==> src/scpc_pkg.sv <==
// package: register map, fields, reset values and timing for the clock prescaler control
package scpc_pkg;
    localparam int SCPC_ADDR_W = 4;
    localparam logic [3:0] SCPC_OFF_TRIM = 4'h0;
    localparam logic [3:0] SCPC_OFF_PLL = 4'h4;
    localparam logic [3:0] SCPC_OFF_DIV = 4'h8;
    localparam int SCPC_UNLOCK_BIT = 7;
    localparam int SCPC_SEL_MSB = 3;
    localparam int SCPC_TRIM_RANGE_BIT = 7;
    localparam int SCPC_PLL_RATE_BIT = 2;
    localparam int SCPC_PLL_ON_BIT = 1;
    localparam int SCPC_PLL_LOCK_BIT = 0;
    localparam logic [3:0] SCPC_SEL_RST_PLAIN = 4'h0;
    localparam logic [3:0] SCPC_SEL_RST_DIV8 = 4'h3;
    localparam logic [3:0] SCPC_SEL_MAX = 4'h8;
    localparam logic [2:0] SCPC_UNLOCK_CYCLES = 3'h4;
    localparam int SCPC_CLK_HZ = 10000000;
    localparam int SCPC_LOCK_TIME_MS = 100;
    localparam int SCPC_LOCK_CYCLES = (SCPC_CLK_HZ / 1000) * SCPC_LOCK_TIME_MS;
    localparam int SCPC_PLL_REF_MHZ = 1;
    localparam int SCPC_PLL_MULT = 64;
    localparam int SCPC_PLL_HI_MHZ = 64;
    localparam int SCPC_PLL_LO_MHZ = 32;
    typedef enum logic [2:0] {
        SCPC_PLL_OFF = 3'b001,
        SCPC_PLL_WAIT = 3'b010,
        SCPC_PLL_LOCK = 3'b100
    } scpc_pll_st_t;
endpackage

==> src/scpc_divider.sv <==
// glitch-free power-of-two clock divider with edge-aligned setting change
`timescale 1ns/10ps
`default_nettype none
module scpc_divider #(
    parameter int SEL_W = 4
) (
    input wire logic clk_sys, // undivided source clock
    input wire logic rst, // async reset, active high
    input wire logic [SEL_W-1:0] sel_in, // requested division exponent
    output logic clk_en, // one-cycle active edge of divided clock
    output logic [SEL_W-1:0] sel_active // exponent now in force
);
    logic [7:0] cnt_r;
    logic [7:0] cnt_nxt;
    logic [7:0] mask_w;
    logic [SEL_W-1:0] sel_r;
    logic edge_w;

    // count state stays internal, no software view
    assign mask_w = 8'(({8'h0, 1'b1} << sel_r) - 9'h001);
    assign edge_w = (cnt_r & mask_w) == mask_w;
    assign cnt_nxt = edge_w ? 8'h00 : 8'(cnt_r + 8'h01);
    assign clk_en = edge_w;
    assign sel_active = sel_r;

    // new ratio latched only at an active edge: no runt, no faster period
    always_ff @(posedge clk_sys or posedge rst) begin
        if (rst) begin
            cnt_r <= 8'h00;
            sel_r <= '0;
        end else begin
            cnt_r <= cnt_nxt;
            if (edge_w) begin
                sel_r <= sel_in;
            end
        end
    end
endmodule
`default_nettype wire

==> src/scpc_top.sv <==
// clock prescaler, oscillator trim and pll control with avalon-mm slave
`timescale 1ns/10ps
`default_nettype none
module scpc_top
    import scpc_pkg::*;
#(
    parameter int LOCK_CYCLES = scpc_pkg::SCPC_LOCK_CYCLES,
    parameter logic [7:0] FACTORY_TRIM = 8'h80 // arbitrary neutral calibration value
) (
    input wire logic clk_sys, // undivided source clock
    input wire logic rst, // async reset, active high
    input wire logic div_by_eight_fuse, // fuse programmed when high
    input wire logic pll_is_sys_clock, // pll selected as system clock source
    input wire logic [scpc_pkg::SCPC_ADDR_W-1:0] avs_address, // byte address
    input wire logic avs_read, // read request
    input wire logic avs_write, // write request
    input wire logic [31:0] avs_writedata, // write data
    input wire logic [3:0] avs_byteenable, // byte enables
    output logic [31:0] avs_readdata, // read data
    output logic avs_waitrequest, // stall
    output logic io_clock, // io domain clock enable
    output logic converter_clock, // converter domain clock enable
    output logic cpu_clock, // cpu domain clock enable
    output logic flash_clock, // flash domain clock enable
    output logic [7:0] osc_trim_out, // trim to rc oscillator
    output logic trim_range_select, // oscillator range
    output logic [6:0] trim_fine_value, // oscillator fine tune
    output logic pll_run, // pll started
    output logic osc_run, // rc oscillator requested as reference
    output logic pll_rate_select, // 1: 64 MHz, 0: 32 MHz
    output logic [6:0] pll_ref_div, // multiplier times reference mhz exported
    output logic pll_locked_flag // pll lock status
);
    import scpc_pkg::*;

    ////////////////////////////////////////////////////////////////////////
    // bus decode
    logic acc_r;
    logic rd_hit_trim;
    logic wr_w;
    logic wr_trim;
    logic wr_pll;
    logic wr_div;
    logic lane0;
    logic [7:0] wbyte;
    logic [7:0] rd_byte;
    logic [31:0] rdata_r;

    // one wait cycle per access; request taken on the second edge
    assign avs_waitrequest = (avs_read | avs_write) & ~acc_r;
    assign lane0 = avs_byteenable[0];
    assign wbyte = avs_writedata[7:0];
    assign wr_w = avs_write & acc_r & lane0;
    assign wr_trim = wr_w && avs_address == SCPC_OFF_TRIM;
    assign wr_pll = wr_w && avs_address == SCPC_OFF_PLL;
    assign wr_div = wr_w && avs_address == SCPC_OFF_DIV;
    assign rd_hit_trim = avs_address == SCPC_OFF_TRIM;
    assign avs_readdata = rdata_r;

    always_ff @(posedge clk_sys or posedge rst) begin
        if (rst) begin
            acc_r <= 1'b0;
        end else begin
            acc_r <= (avs_read | avs_write) & ~acc_r;
        end
    end

    ////////////////////////////////////////////////////////////////////////
    // prescaler register and unlock window
    logic unlock_r;
    logic [2:0] win_r;
    logic [3:0] sel_r;
    logic sel_loaded_r;
    logic unlock_req;
    logic sel_req;
    logic [3:0] sel_active;
    logic div_edge;

    assign unlock_req = wr_div && wbyte == 8'h80;
    assign sel_req = wr_div && !wbyte[SCPC_UNLOCK_BIT] && unlock_r;

    always_ff @(posedge clk_sys or posedge rst) begin
        if (rst) begin
            unlock_r <= 1'b0;
            win_r <= 3'h0;
        end else if (sel_req) begin
            unlock_r <= 1'b0;
            win_r <= 3'h0;
        end else if (unlock_r) begin
            // window not restarted by a repeated unlock
            win_r <= 3'(win_r + 3'h1);
            if (win_r == SCPC_UNLOCK_CYCLES - 3'h1) begin
                unlock_r <= 1'b0;
            end
        end else if (unlock_req) begin
            unlock_r <= 1'b1;
            win_r <= 3'h0;
        end
    end

    // fuse caught by a clocked load at the first edge after release
    always_ff @(posedge clk_sys or posedge rst) begin
        if (rst) begin
            sel_r <= SCPC_SEL_RST_PLAIN;
            sel_loaded_r <= 1'b0;
        end else if (!sel_loaded_r) begin
            sel_loaded_r <= 1'b1;
            sel_r <= div_by_eight_fuse ? SCPC_SEL_RST_DIV8 : SCPC_SEL_RST_PLAIN;
        end else if (sel_req) begin
            sel_r <= wbyte[SCPC_SEL_MSB:0];
        end
    end

    logic [3:0] sel_eff;
    // reserved codes clamp to the slowest legal ratio
    assign sel_eff = sel_r > SCPC_SEL_MAX ? SCPC_SEL_MAX : sel_r;

    scpc_divider #(
        .SEL_W(4)
    ) u_div (
        .clk_sys(clk_sys),
        .rst(rst),
        .sel_in(sel_eff),
        .clk_en(div_edge),
        .sel_active(sel_active)
    );

    // same divided edge to every synchronous domain
    assign io_clock = div_edge;
    assign converter_clock = div_edge;
    assign cpu_clock = div_edge;
    assign flash_clock = div_edge;

    ////////////////////////////////////////////////////////////////////////
    // oscillator trim
    logic [7:0] trim_r;

    always_ff @(posedge clk_sys or posedge rst) begin
        if (rst) begin
            trim_r <= FACTORY_TRIM;
        end else if (wr_trim) begin
            trim_r <= wbyte;
        end
    end

    assign osc_trim_out = trim_r;
    assign trim_range_select = trim_r[SCPC_TRIM_RANGE_BIT];
    assign trim_fine_value = trim_r[6:0];

    ////////////////////////////////////////////////////////////////////////
    // pll control and lock timer
    logic pll_on_r;
    logic rate_r;
    logic pll_on_rd;
    logic [31:0] lock_cnt_r;
    scpc_pll_st_t pst_r;
    scpc_pll_st_t pst_nxt;

    always_ff @(posedge clk_sys or posedge rst) begin
        if (rst) begin
            pll_on_r <= 1'b0;
            rate_r <= 1'b0;
        end else if (wr_pll) begin
            pll_on_r <= wbyte[SCPC_PLL_ON_BIT];
            rate_r <= wbyte[SCPC_PLL_RATE_BIT];
        end
    end

    assign pll_on_rd = pll_on_r | pll_is_sys_clock;

    always_comb begin
        pst_nxt = pst_r;
        case (pst_r)
            SCPC_PLL_OFF: begin
                if (pll_on_rd) begin
                    pst_nxt = SCPC_PLL_WAIT;
                end
            end
            SCPC_PLL_WAIT: begin
                if (!pll_on_rd) begin
                    pst_nxt = SCPC_PLL_OFF;
                end else if (lock_cnt_r == 32'(LOCK_CYCLES - 1)) begin
                    pst_nxt = SCPC_PLL_LOCK;
                end
            end
            SCPC_PLL_LOCK: begin
                if (!pll_on_rd) begin
                    pst_nxt = SCPC_PLL_OFF;
                end
            end
            default: begin
                pst_nxt = SCPC_PLL_OFF;
            end
        endcase
    end

    always_ff @(posedge clk_sys or posedge rst) begin
        if (rst) begin
            pst_r <= SCPC_PLL_OFF;
            lock_cnt_r <= 32'h0;
        end else begin
            pst_r <= pst_nxt;
            lock_cnt_r <= pst_r == SCPC_PLL_WAIT ? 32'(lock_cnt_r + 32'h1) : 32'h0;
        end
    end

    assign pll_run = pll_on_rd;
    assign osc_run = pll_on_rd;
    assign pll_rate_select = rate_r;
    assign pll_locked_flag = pst_r == SCPC_PLL_LOCK;
    assign pll_ref_div = 7'(SCPC_PLL_MULT * SCPC_PLL_REF_MHZ);

    ////////////////////////////////////////////////////////////////////////
    // read mux
    always_comb begin
        rd_byte = 8'h00;
        if (rd_hit_trim) begin
            rd_byte = trim_r;
        end else if (avs_address == SCPC_OFF_PLL) begin
            rd_byte = {5'h00, rate_r, pll_on_rd, pll_locked_flag};
        end else if (avs_address == SCPC_OFF_DIV) begin
            rd_byte = {unlock_r, 3'h0, sel_r};
        end
    end

    always_ff @(posedge clk_sys or posedge rst) begin
        if (rst) begin
            rdata_r <= 32'h0;
        end else if (avs_read & ~acc_r) begin
            rdata_r <= {24'h000000, rd_byte};
        end
    end
endmodule
`default_nettype wire

==> config.mk <==
export PLATFORM = sky130hd
export DESIGN_NAME = scpc_top
export DESIGN_NICKNAME = d
export VERILOG_FILES = /design/src/scpc_pkg.sv /design/src/scpc_divider.sv /design/src/scpc_top.sv
export SDC_FILE = /design/constraint.sdc
export NUM_CORES = 1
export LEC_CHECK = 0
export BUFFER_PORTS_ARGS = -buffer_cell sky130_fd_sc_hd__clkbuf_2
export CORE_MARGIN = 4
export CORE_UTILIZATION = 32
export CTS_CLUSTER_SIZE = 14
export DETAILED_ROUTE_END_ITERATION = 6
export GPL_TIMING_DRIVEN = 0
export MAX_ROUTING_LAYER = met4
export PLACE_DENSITY = 0.53
export SYNTH_ARGS = -nofsm -noshare
export SYNTH_HDL_FRONTEND = slang
export SYNTH_SLANG_ARGS = --single-unit
==> constraint.sdc <==
create_clock -name clk_sys -period 2.3 [get_ports clk_sys]
set_input_delay 0.115 -clock clk_sys [delete_from_list [all_inputs] [get_ports clk_sys]]
set_output_delay 0.115 -clock clk_sys [all_outputs]
set_load 0.01 [all_outputs]
==> results of run 1 <==
kinds of logic after synthesis:
kind of cell,synth area share
AOI/OAI and AO/OA,0.0566
xor gates and xnor gates,0.0727
adders and majority gates,0.0157
buffers and inverters,0.103
DFF,0.473
muxes,0.0529
other,0.00189
and+or+nand+nor,0.225
power by group:
group	leakage (µW)	internal, µW	switching (µW)	total [µW]
registers	0.00100	1450	132	1590
logic	0.00121	740	616	1360
clock network	0.000193	1310	548	1860
total	0.00240	3510	1300	4800
routing by layer:
metal / share of wire / up-vias / global-route usage / wire, µm
met5: 0 / - / - / 0
met4: 0.0080 / 0 / 0.0258 / 70
met3: 0.049 / 6 / 0.0418 / 432
met2: 0.50 / 55 / 0.221 / 4400
li1: - / 1538 / - / -
met1: 0.44 / 1489 / 0.156 / 3840
area by class of cell:
| type | instances | area (µm²) | share of cell area |
|---|---|---|---|
| Buffer | 53 | 379 | 0.0737 |
| Multi-Input combinational cell | 301 | 1840 | 0.357 |
| Tap cell | 168 | 210 | 0.0408 |
| Timing Repair Buffer | 63 | 397 | 0.0771 |
| Clock inverter | 6 | 159 | 0.0309 |
| Sequential cell | 75 | 1880 | 0.366 |
| Inverter | 11 | 43.8 | 0.00851 |
| Clock buffer | 10 | 239 | 0.0464 |
Yosys cell counts, drive strengths merged (6+ instances only):
library cell,number
mux2i,6
nand2b,8
nand3,23
clkbuf,9
nor3,9
and3,6
nand4,11
xnor2,12
nor4,11
a21oi,10
dfrtp,73
inv,11
buf,44
xor2,21
nor2,55
mux2,13
o21ai,17
nand2,27
state kept, by name, indices dropped and copies added, names as in the netlist, 3 cells and up:
| register | flops |
|---|---|
| avs_readdata | 8 |
| lock_cnt_r | 32 |
| osc_trim_out | 8 |
| pst_r | 3 |
| sel_r | 4 |
| u_div.cnt_r | 8 |
| u_div.sel_active | 4 |
| win_r | 3 |
metrics by stage:
step                hold slack (ns)  cell area [µm²]
floorplan                     0.232             4090
global placement              0.370             4550
detailed placement            0.113             4580
CTS                          0.0246             5110
global route                 0.0332             5150
finish                       0.0374             5150
final timing paths:
check	slack (ns)	cells past startpoint	endpoint
worst max-delay path	-0.25	9	flash_clock
worst min-delay path	0.04	2	osc_trim_out[6]
worst max register to register	-0.21	10	u_div.sel_active[0]
worst min register to register	0.47	1	acc_r
max in group asynchronous	1.39	4	pst_r[0]
min in group asynchronous	0.31	3	lock_cnt_r[24]
timing repair:
| action | CTS | global route |
|---|---|---|
| endpoints found under the hold margin | 24 | 0 |
| endpoints found under the setup margin | 8 | 16 |
| hold buffers | 1 | 0 |
| pin swaps | 5 | 6 |
| gates resized for setup | 11 | 9 |
| setup buffers | 11 | 1 |
==> reports/qor.csv, run 1 <==
stage,metric,value,unit
pwr,cellPowerDensity,933,nW/µm²
logic_synthesis,synth_edf_count,0,
critical_path,slowest_delay,0.42,ns
cts,cts_sinks,75,
detailed_routing,initialDrtViolationCount,160,
place,place_inst,659,
floorplan,boundaryPins,110,
floorplan,dieWidth,119,µm
global_route,grt_pass1_vias,3114,
place,place_ws,-0.176,ns
run_status,violations,setup timing,
timing,setup_ws,-0.246,ns
hold_path,hold_path.class,input port to register,
pwr,irDropWorstVdd,0.486,mV
timing,rsz0062_at_grt,true,
detailed_routing,dr_total_vias,3088,
timing,setup_tns,-1.48,ns
critical_path,critPathLaunch,u_div.sel_active[2],
detailed_routing,viasPerCell,4.49,
pwr,p_total,4800,µW
critical_path,worstPathRequired,2.18,ns
timing,post-route-period-util,1.11,
logic_synthesis,ys.warnings.count,0,
detailed_routing,wire_per_inst,12.7,µm
critical_path,crit_type,register to primary output,
place,dp_hpwl,6230,µm
logic_synthesis,synth_ff_type,dfrtp_1,
job,maxCapViolCount,0,
final_layout,layout_common_cells,"dfrtp_1 (71), nor2_1 (53), buf_4 (50), clkbuf_2 (46), conb_1 (32)",
detailed_routing,antenna_left,0,
logic_synthesis,synthArstFlopShare,1.00,
cts,clk_latency,0.33,ns
place,port_buffers,50,
final_layout,n_antenna_cell,0,
logic_synthesis,synth_area_per_cell,9.70,µm²
final_layout,nets,565,
logic_synthesis,netlist.area_leader.share,0.459,
timing,finalSetupViolations,11,
timing,final_hold_viol_count,0,
floorplan,core,12100,µm²
timing,fmax,393,MHz
critical_path,crit_family,simple AND/OR/NAND/NOR gates,
timing,period_needed,2.55,ns
critical_path,critPathLaunchType,register,
critical_path,crit_buf_inv,3,
final_layout,fillCellCount,1203,
timing,skew,0.00762,ns
floorplan,die_y,119,µm
critical_path,path_cells,nor3_4 > nand2b_1 > ha_4 > nor2_2 > a211o_1 > nor4_4 > buf_6 > buf_6 > buf_8,
timing,max-slew-margin-rel,0.566,
hold_path,worstHoldStart,avs_writedata[6],
global_route,antenna_found_initial,0,
logic_synthesis,synth_top_area_cell,dfrtp_1,
critical_path,crit_path_top_delay_cell,dfrtp_2,
final_layout,drive_gt1_frac,0.287,
detailed_routing,drc,0,
logic_synthesis,synth_area_leaders,"dfrtp_1 (46%), buf_4 (8.1%), nor2_1 (5.1%)",
floorplan,initial_core_util,0.328,
global_route,grt_pass1_wl,14900,µm
floorplan,num_rows,40,
final_layout,finalNonFillerCells,687,
cts,cts_made_buffers,9,
final_layout,fin_util,0.425,
pwr,p_leak,0.00240,µW
critical_path,critPathMostFrequentCell,buf_6,
logic_synthesis,ys_types,46,
timing,slew_violations,0,
place,globalplace.congestion,0.787,
detailed_routing,dr.pass1.iters,4,
run_status,status,"complete, but fails checks",
logic_synthesis,netlist_area,3980,µm²
cts,path_clk_slew,0.06,ns
critical_path,cp.arrival,2.43,ns
logic_synthesis,seq_area_frac_synth,0.473,
cts,htree_levels,3,
logic_synthesis,synth_cells,410,
final_layout,area_delta_synth_final,29.4,%
floorplan,die_area,14300,µm²
detailed_routing,wl,8740,µm
logic_synthesis,ys_seq_elements,75,
critical_path,r2r_start,u_div.sel_active[2],
cts,cts_root_buf,clkbuf_16,
global_route,grt_usage,0.131,
timing,worstMarginPinSlew,0.649,ns
final_layout,final_common_cell,dfrtp_1,
cts,cts_tree,done,
critical_path,crit_path_end_kind,primary output,
global_route,gr-total-overflow,0,
critical_path,path_max_fanout,6,
cts,clockBufferDepth,2,
global_route,grt_start_max_net_pins,52,
Note: power is estimated with default switching activity, not from simulation.
==> inputs of run 2 (changes only) <==
clock period = 2.2 ns   (was 2.3 ns; I/O delays follow)
==> reports/qor.csv, run 2 (synthesized netlist as in run 1, its figures left out) <==
stage,metric,value,unit
run_status,status,"complete, but fails checks",
run_status,violations,setup timing,
final_layout,layout_common_cells,"dfrtp_1 (70), nor2_1 (53), buf_4 (48), clkbuf_2 (46), conb_1 (32)",
global_route,grt_pass1_wl,14400,µm
detailed_routing,initialDrtViolationCount,129,
critical_path,critPathLaunchType,register,
critical_path,worstPathRequired,2.09,ns
final_layout,area_delta_synth_final,27.7,%
final_layout,final_common_cell,dfrtp_1,
pwr,irDropWorstVdd,0.417,mV
pwr,cellPowerDensity,924,nW/µm²
place,place_inst,659,
pwr,p_leak,0.00237,µW
floorplan,num_rows,40,
timing,slew_violations,0,
timing,final_hold_viol_count,0,
timing,setup_ws,-0.295,ns
cts,cts_made_buffers,9,
cts,clockBufferDepth,2,
cts,cts_tree,done,
critical_path,crit_path_top_delay_cell,dfrtp_2,
cts,cts_root_buf,clkbuf_16,
place,globalplace.congestion,0.786,
final_layout,largest_reg_flops,32,
cts,htree_levels,3,
place,port_buffers,50,
timing,fmax,401,MHz
final_layout,finalNonFillerCells,686,
global_route,antenna_found_initial,0,
critical_path,path_max_fanout,6,
global_route,grt_start_max_net_pins,68,
floorplan,initial_core_util,0.328,
place,dp_hpwl,6140,µm
timing,post-route-period-util,1.13,
timing,period_needed,2.49,ns
floorplan,boundaryPins,110,
critical_path,slowest_delay,0.40,ns
critical_path,crit_path_end_kind,primary output,
final_layout,n_antenna_cell,0,
final_layout,drive_gt1_frac,0.292,
detailed_routing,drc,0,
detailed_routing,wl,8510,µm
timing,skew,0.00942,ns
timing,worstMarginPinSlew,0.642,ns
detailed_routing,antenna_left,0,
timing,max-slew-margin-rel,0.569,
detailed_routing,viasPerCell,4.48,
global_route,gr-total-overflow,0,
cts,cts_sinks,75,
place,place_area,4580,µm²
detailed_routing,dr.pass1.iters,4,
cts,path_clk_slew,0.06,ns
timing,finalSetupViolations,12,
timing,rsz0062_at_grt,true,
detailed_routing,dr_total_vias,3070,
critical_path,path_cells,nor3_2 > nand2b_1 > ha_4 > buf_4 > nor3_2 > o211ai_1 > a21oi_2 > nor4_4 > buf_6 > buf_6 > buf_8,
floorplan,die_area,14300,µm²
floorplan,die_y,119,µm
final_layout,design_area,5080,µm²
cts,clk_latency,0.33,ns
floorplan,core,12100,µm²
hold_path,hold_path.class,input port to register,
critical_path,cp.arrival,2.38,ns
global_route,grt_usage,0.126,
critical_path,crit_type,register to primary output,
job,maxCapViolCount,0,
final_layout,nets,564,
detailed_routing,wire_per_inst,12.4,µm
floorplan,dieWidth,119,µm
global_route,grt_pass1_vias,3011,
final_layout,regMostFlops,lock_cnt_r,
-- run 2: cell types whose count changed in the layout (fill, tap and decap cells not counted) --
cell,change
nor3_1,-1
dfrtp_1,-1
bufinv_16,-3
dfrtp_2,+1
and2_4,+1
nor3_2,+2
and2_1,-1
buf_4,-2
nor3_4,-1
clkinv_2,+2
clkinv_4,+1
buf_8,+1
-- run 2: worst paths after layout --
path,from,to,slack [ns],depth (start not counted)
worst min register to register,acc_r,acc_r,0.46,1
worst max register to register,u_div.sel_active[2],u_div.sel_active[0],-0.26,12
worst max-delay path,u_div.sel_active[2],flash_clock,-0.29,11
worst min-delay path,avs_writedata[6],osc_trim_out[6],0.03,2
min in group asynchronous,rst,u_div.cnt_r[0],0.21,3
max in group asynchronous,rst,pst_r[0],1.40,4
-- run 2: critical path: cells and delay by family, from the launching register on --
kind | cells | cell delay, ns
compound gates | 2 | 0.34
fa+ha+maj | 1 | 0.19
flops | 1 | 0.40
buf+inv | 4 | 0.51
simple gates | 4 | 0.62
-- run 2: final cells by class --
type / instances / area, µm²
Multi-Input combinational cell: 301 / 1840
Sequential cell: 75 / 1880
Inverter: 11 / 43.8
Timing Repair Buffer: 62 / 397
Clock buffer: 10 / 239
Clock inverter: 6 / 87.6
Tap cell: 168 / 210
Fill cell: 1198 / 7030
Buffer: 53 / 379
-- run 2: per-stage QoR --
step                      setup TNS, ns  power [µW]  hold WS [ns]   util  setup WS (ns)
after floorplan                 -0.0843        2440         0.227      -        -0.0843
after global placement           -60.96        2720         0.366  0.376         -0.824
after detailed placement          -1.78        2740        0.0110  0.378         -0.290
after CTS                         -1.56        4620        0.0201  0.416         -0.311
after global routing              -3.74        4940        0.0216  0.419         -0.422
final                             -2.10        4690        0.0308  0.419         -0.295
-- run 2: routing by layer --
| metal | vias up | GRT usage | wire [µm] | part of all wire |
|---|---|---|---|---|
| li1 | 1538 | - | - | - |
| met1 | 1462 | 0.150 | 3780 | 0.44 |
| met2 | 59 | 0.210 | 4220 | 0.50 |
| met3 | 11 | 0.0342 | 407 | 0.048 |
| met4 | 0 | 0.0387 | 102 | 0.012 |
| met5 | - | - | 0 | 0 |
-- run 2: repair_timing --
item                                    in CTS  in global routing
hold endpoints to repair                    73                  0
buffers inserted                             8                  3
pin swaps                                    5                  6
hold buffers                                 1                  0
endpoints found under the setup margin      16                 16
gates resized for setup                     15                  8
-- run 2: report_power, final --
group	switching, µW	internal [µW]	leakage, µW	total (µW)
Combinational	627	792	0.00121	1420
Sequential	150	1520	0.00100	1670
Clock	574	1030	0.000163	1600
Total	1350	3340	0.00237	4690
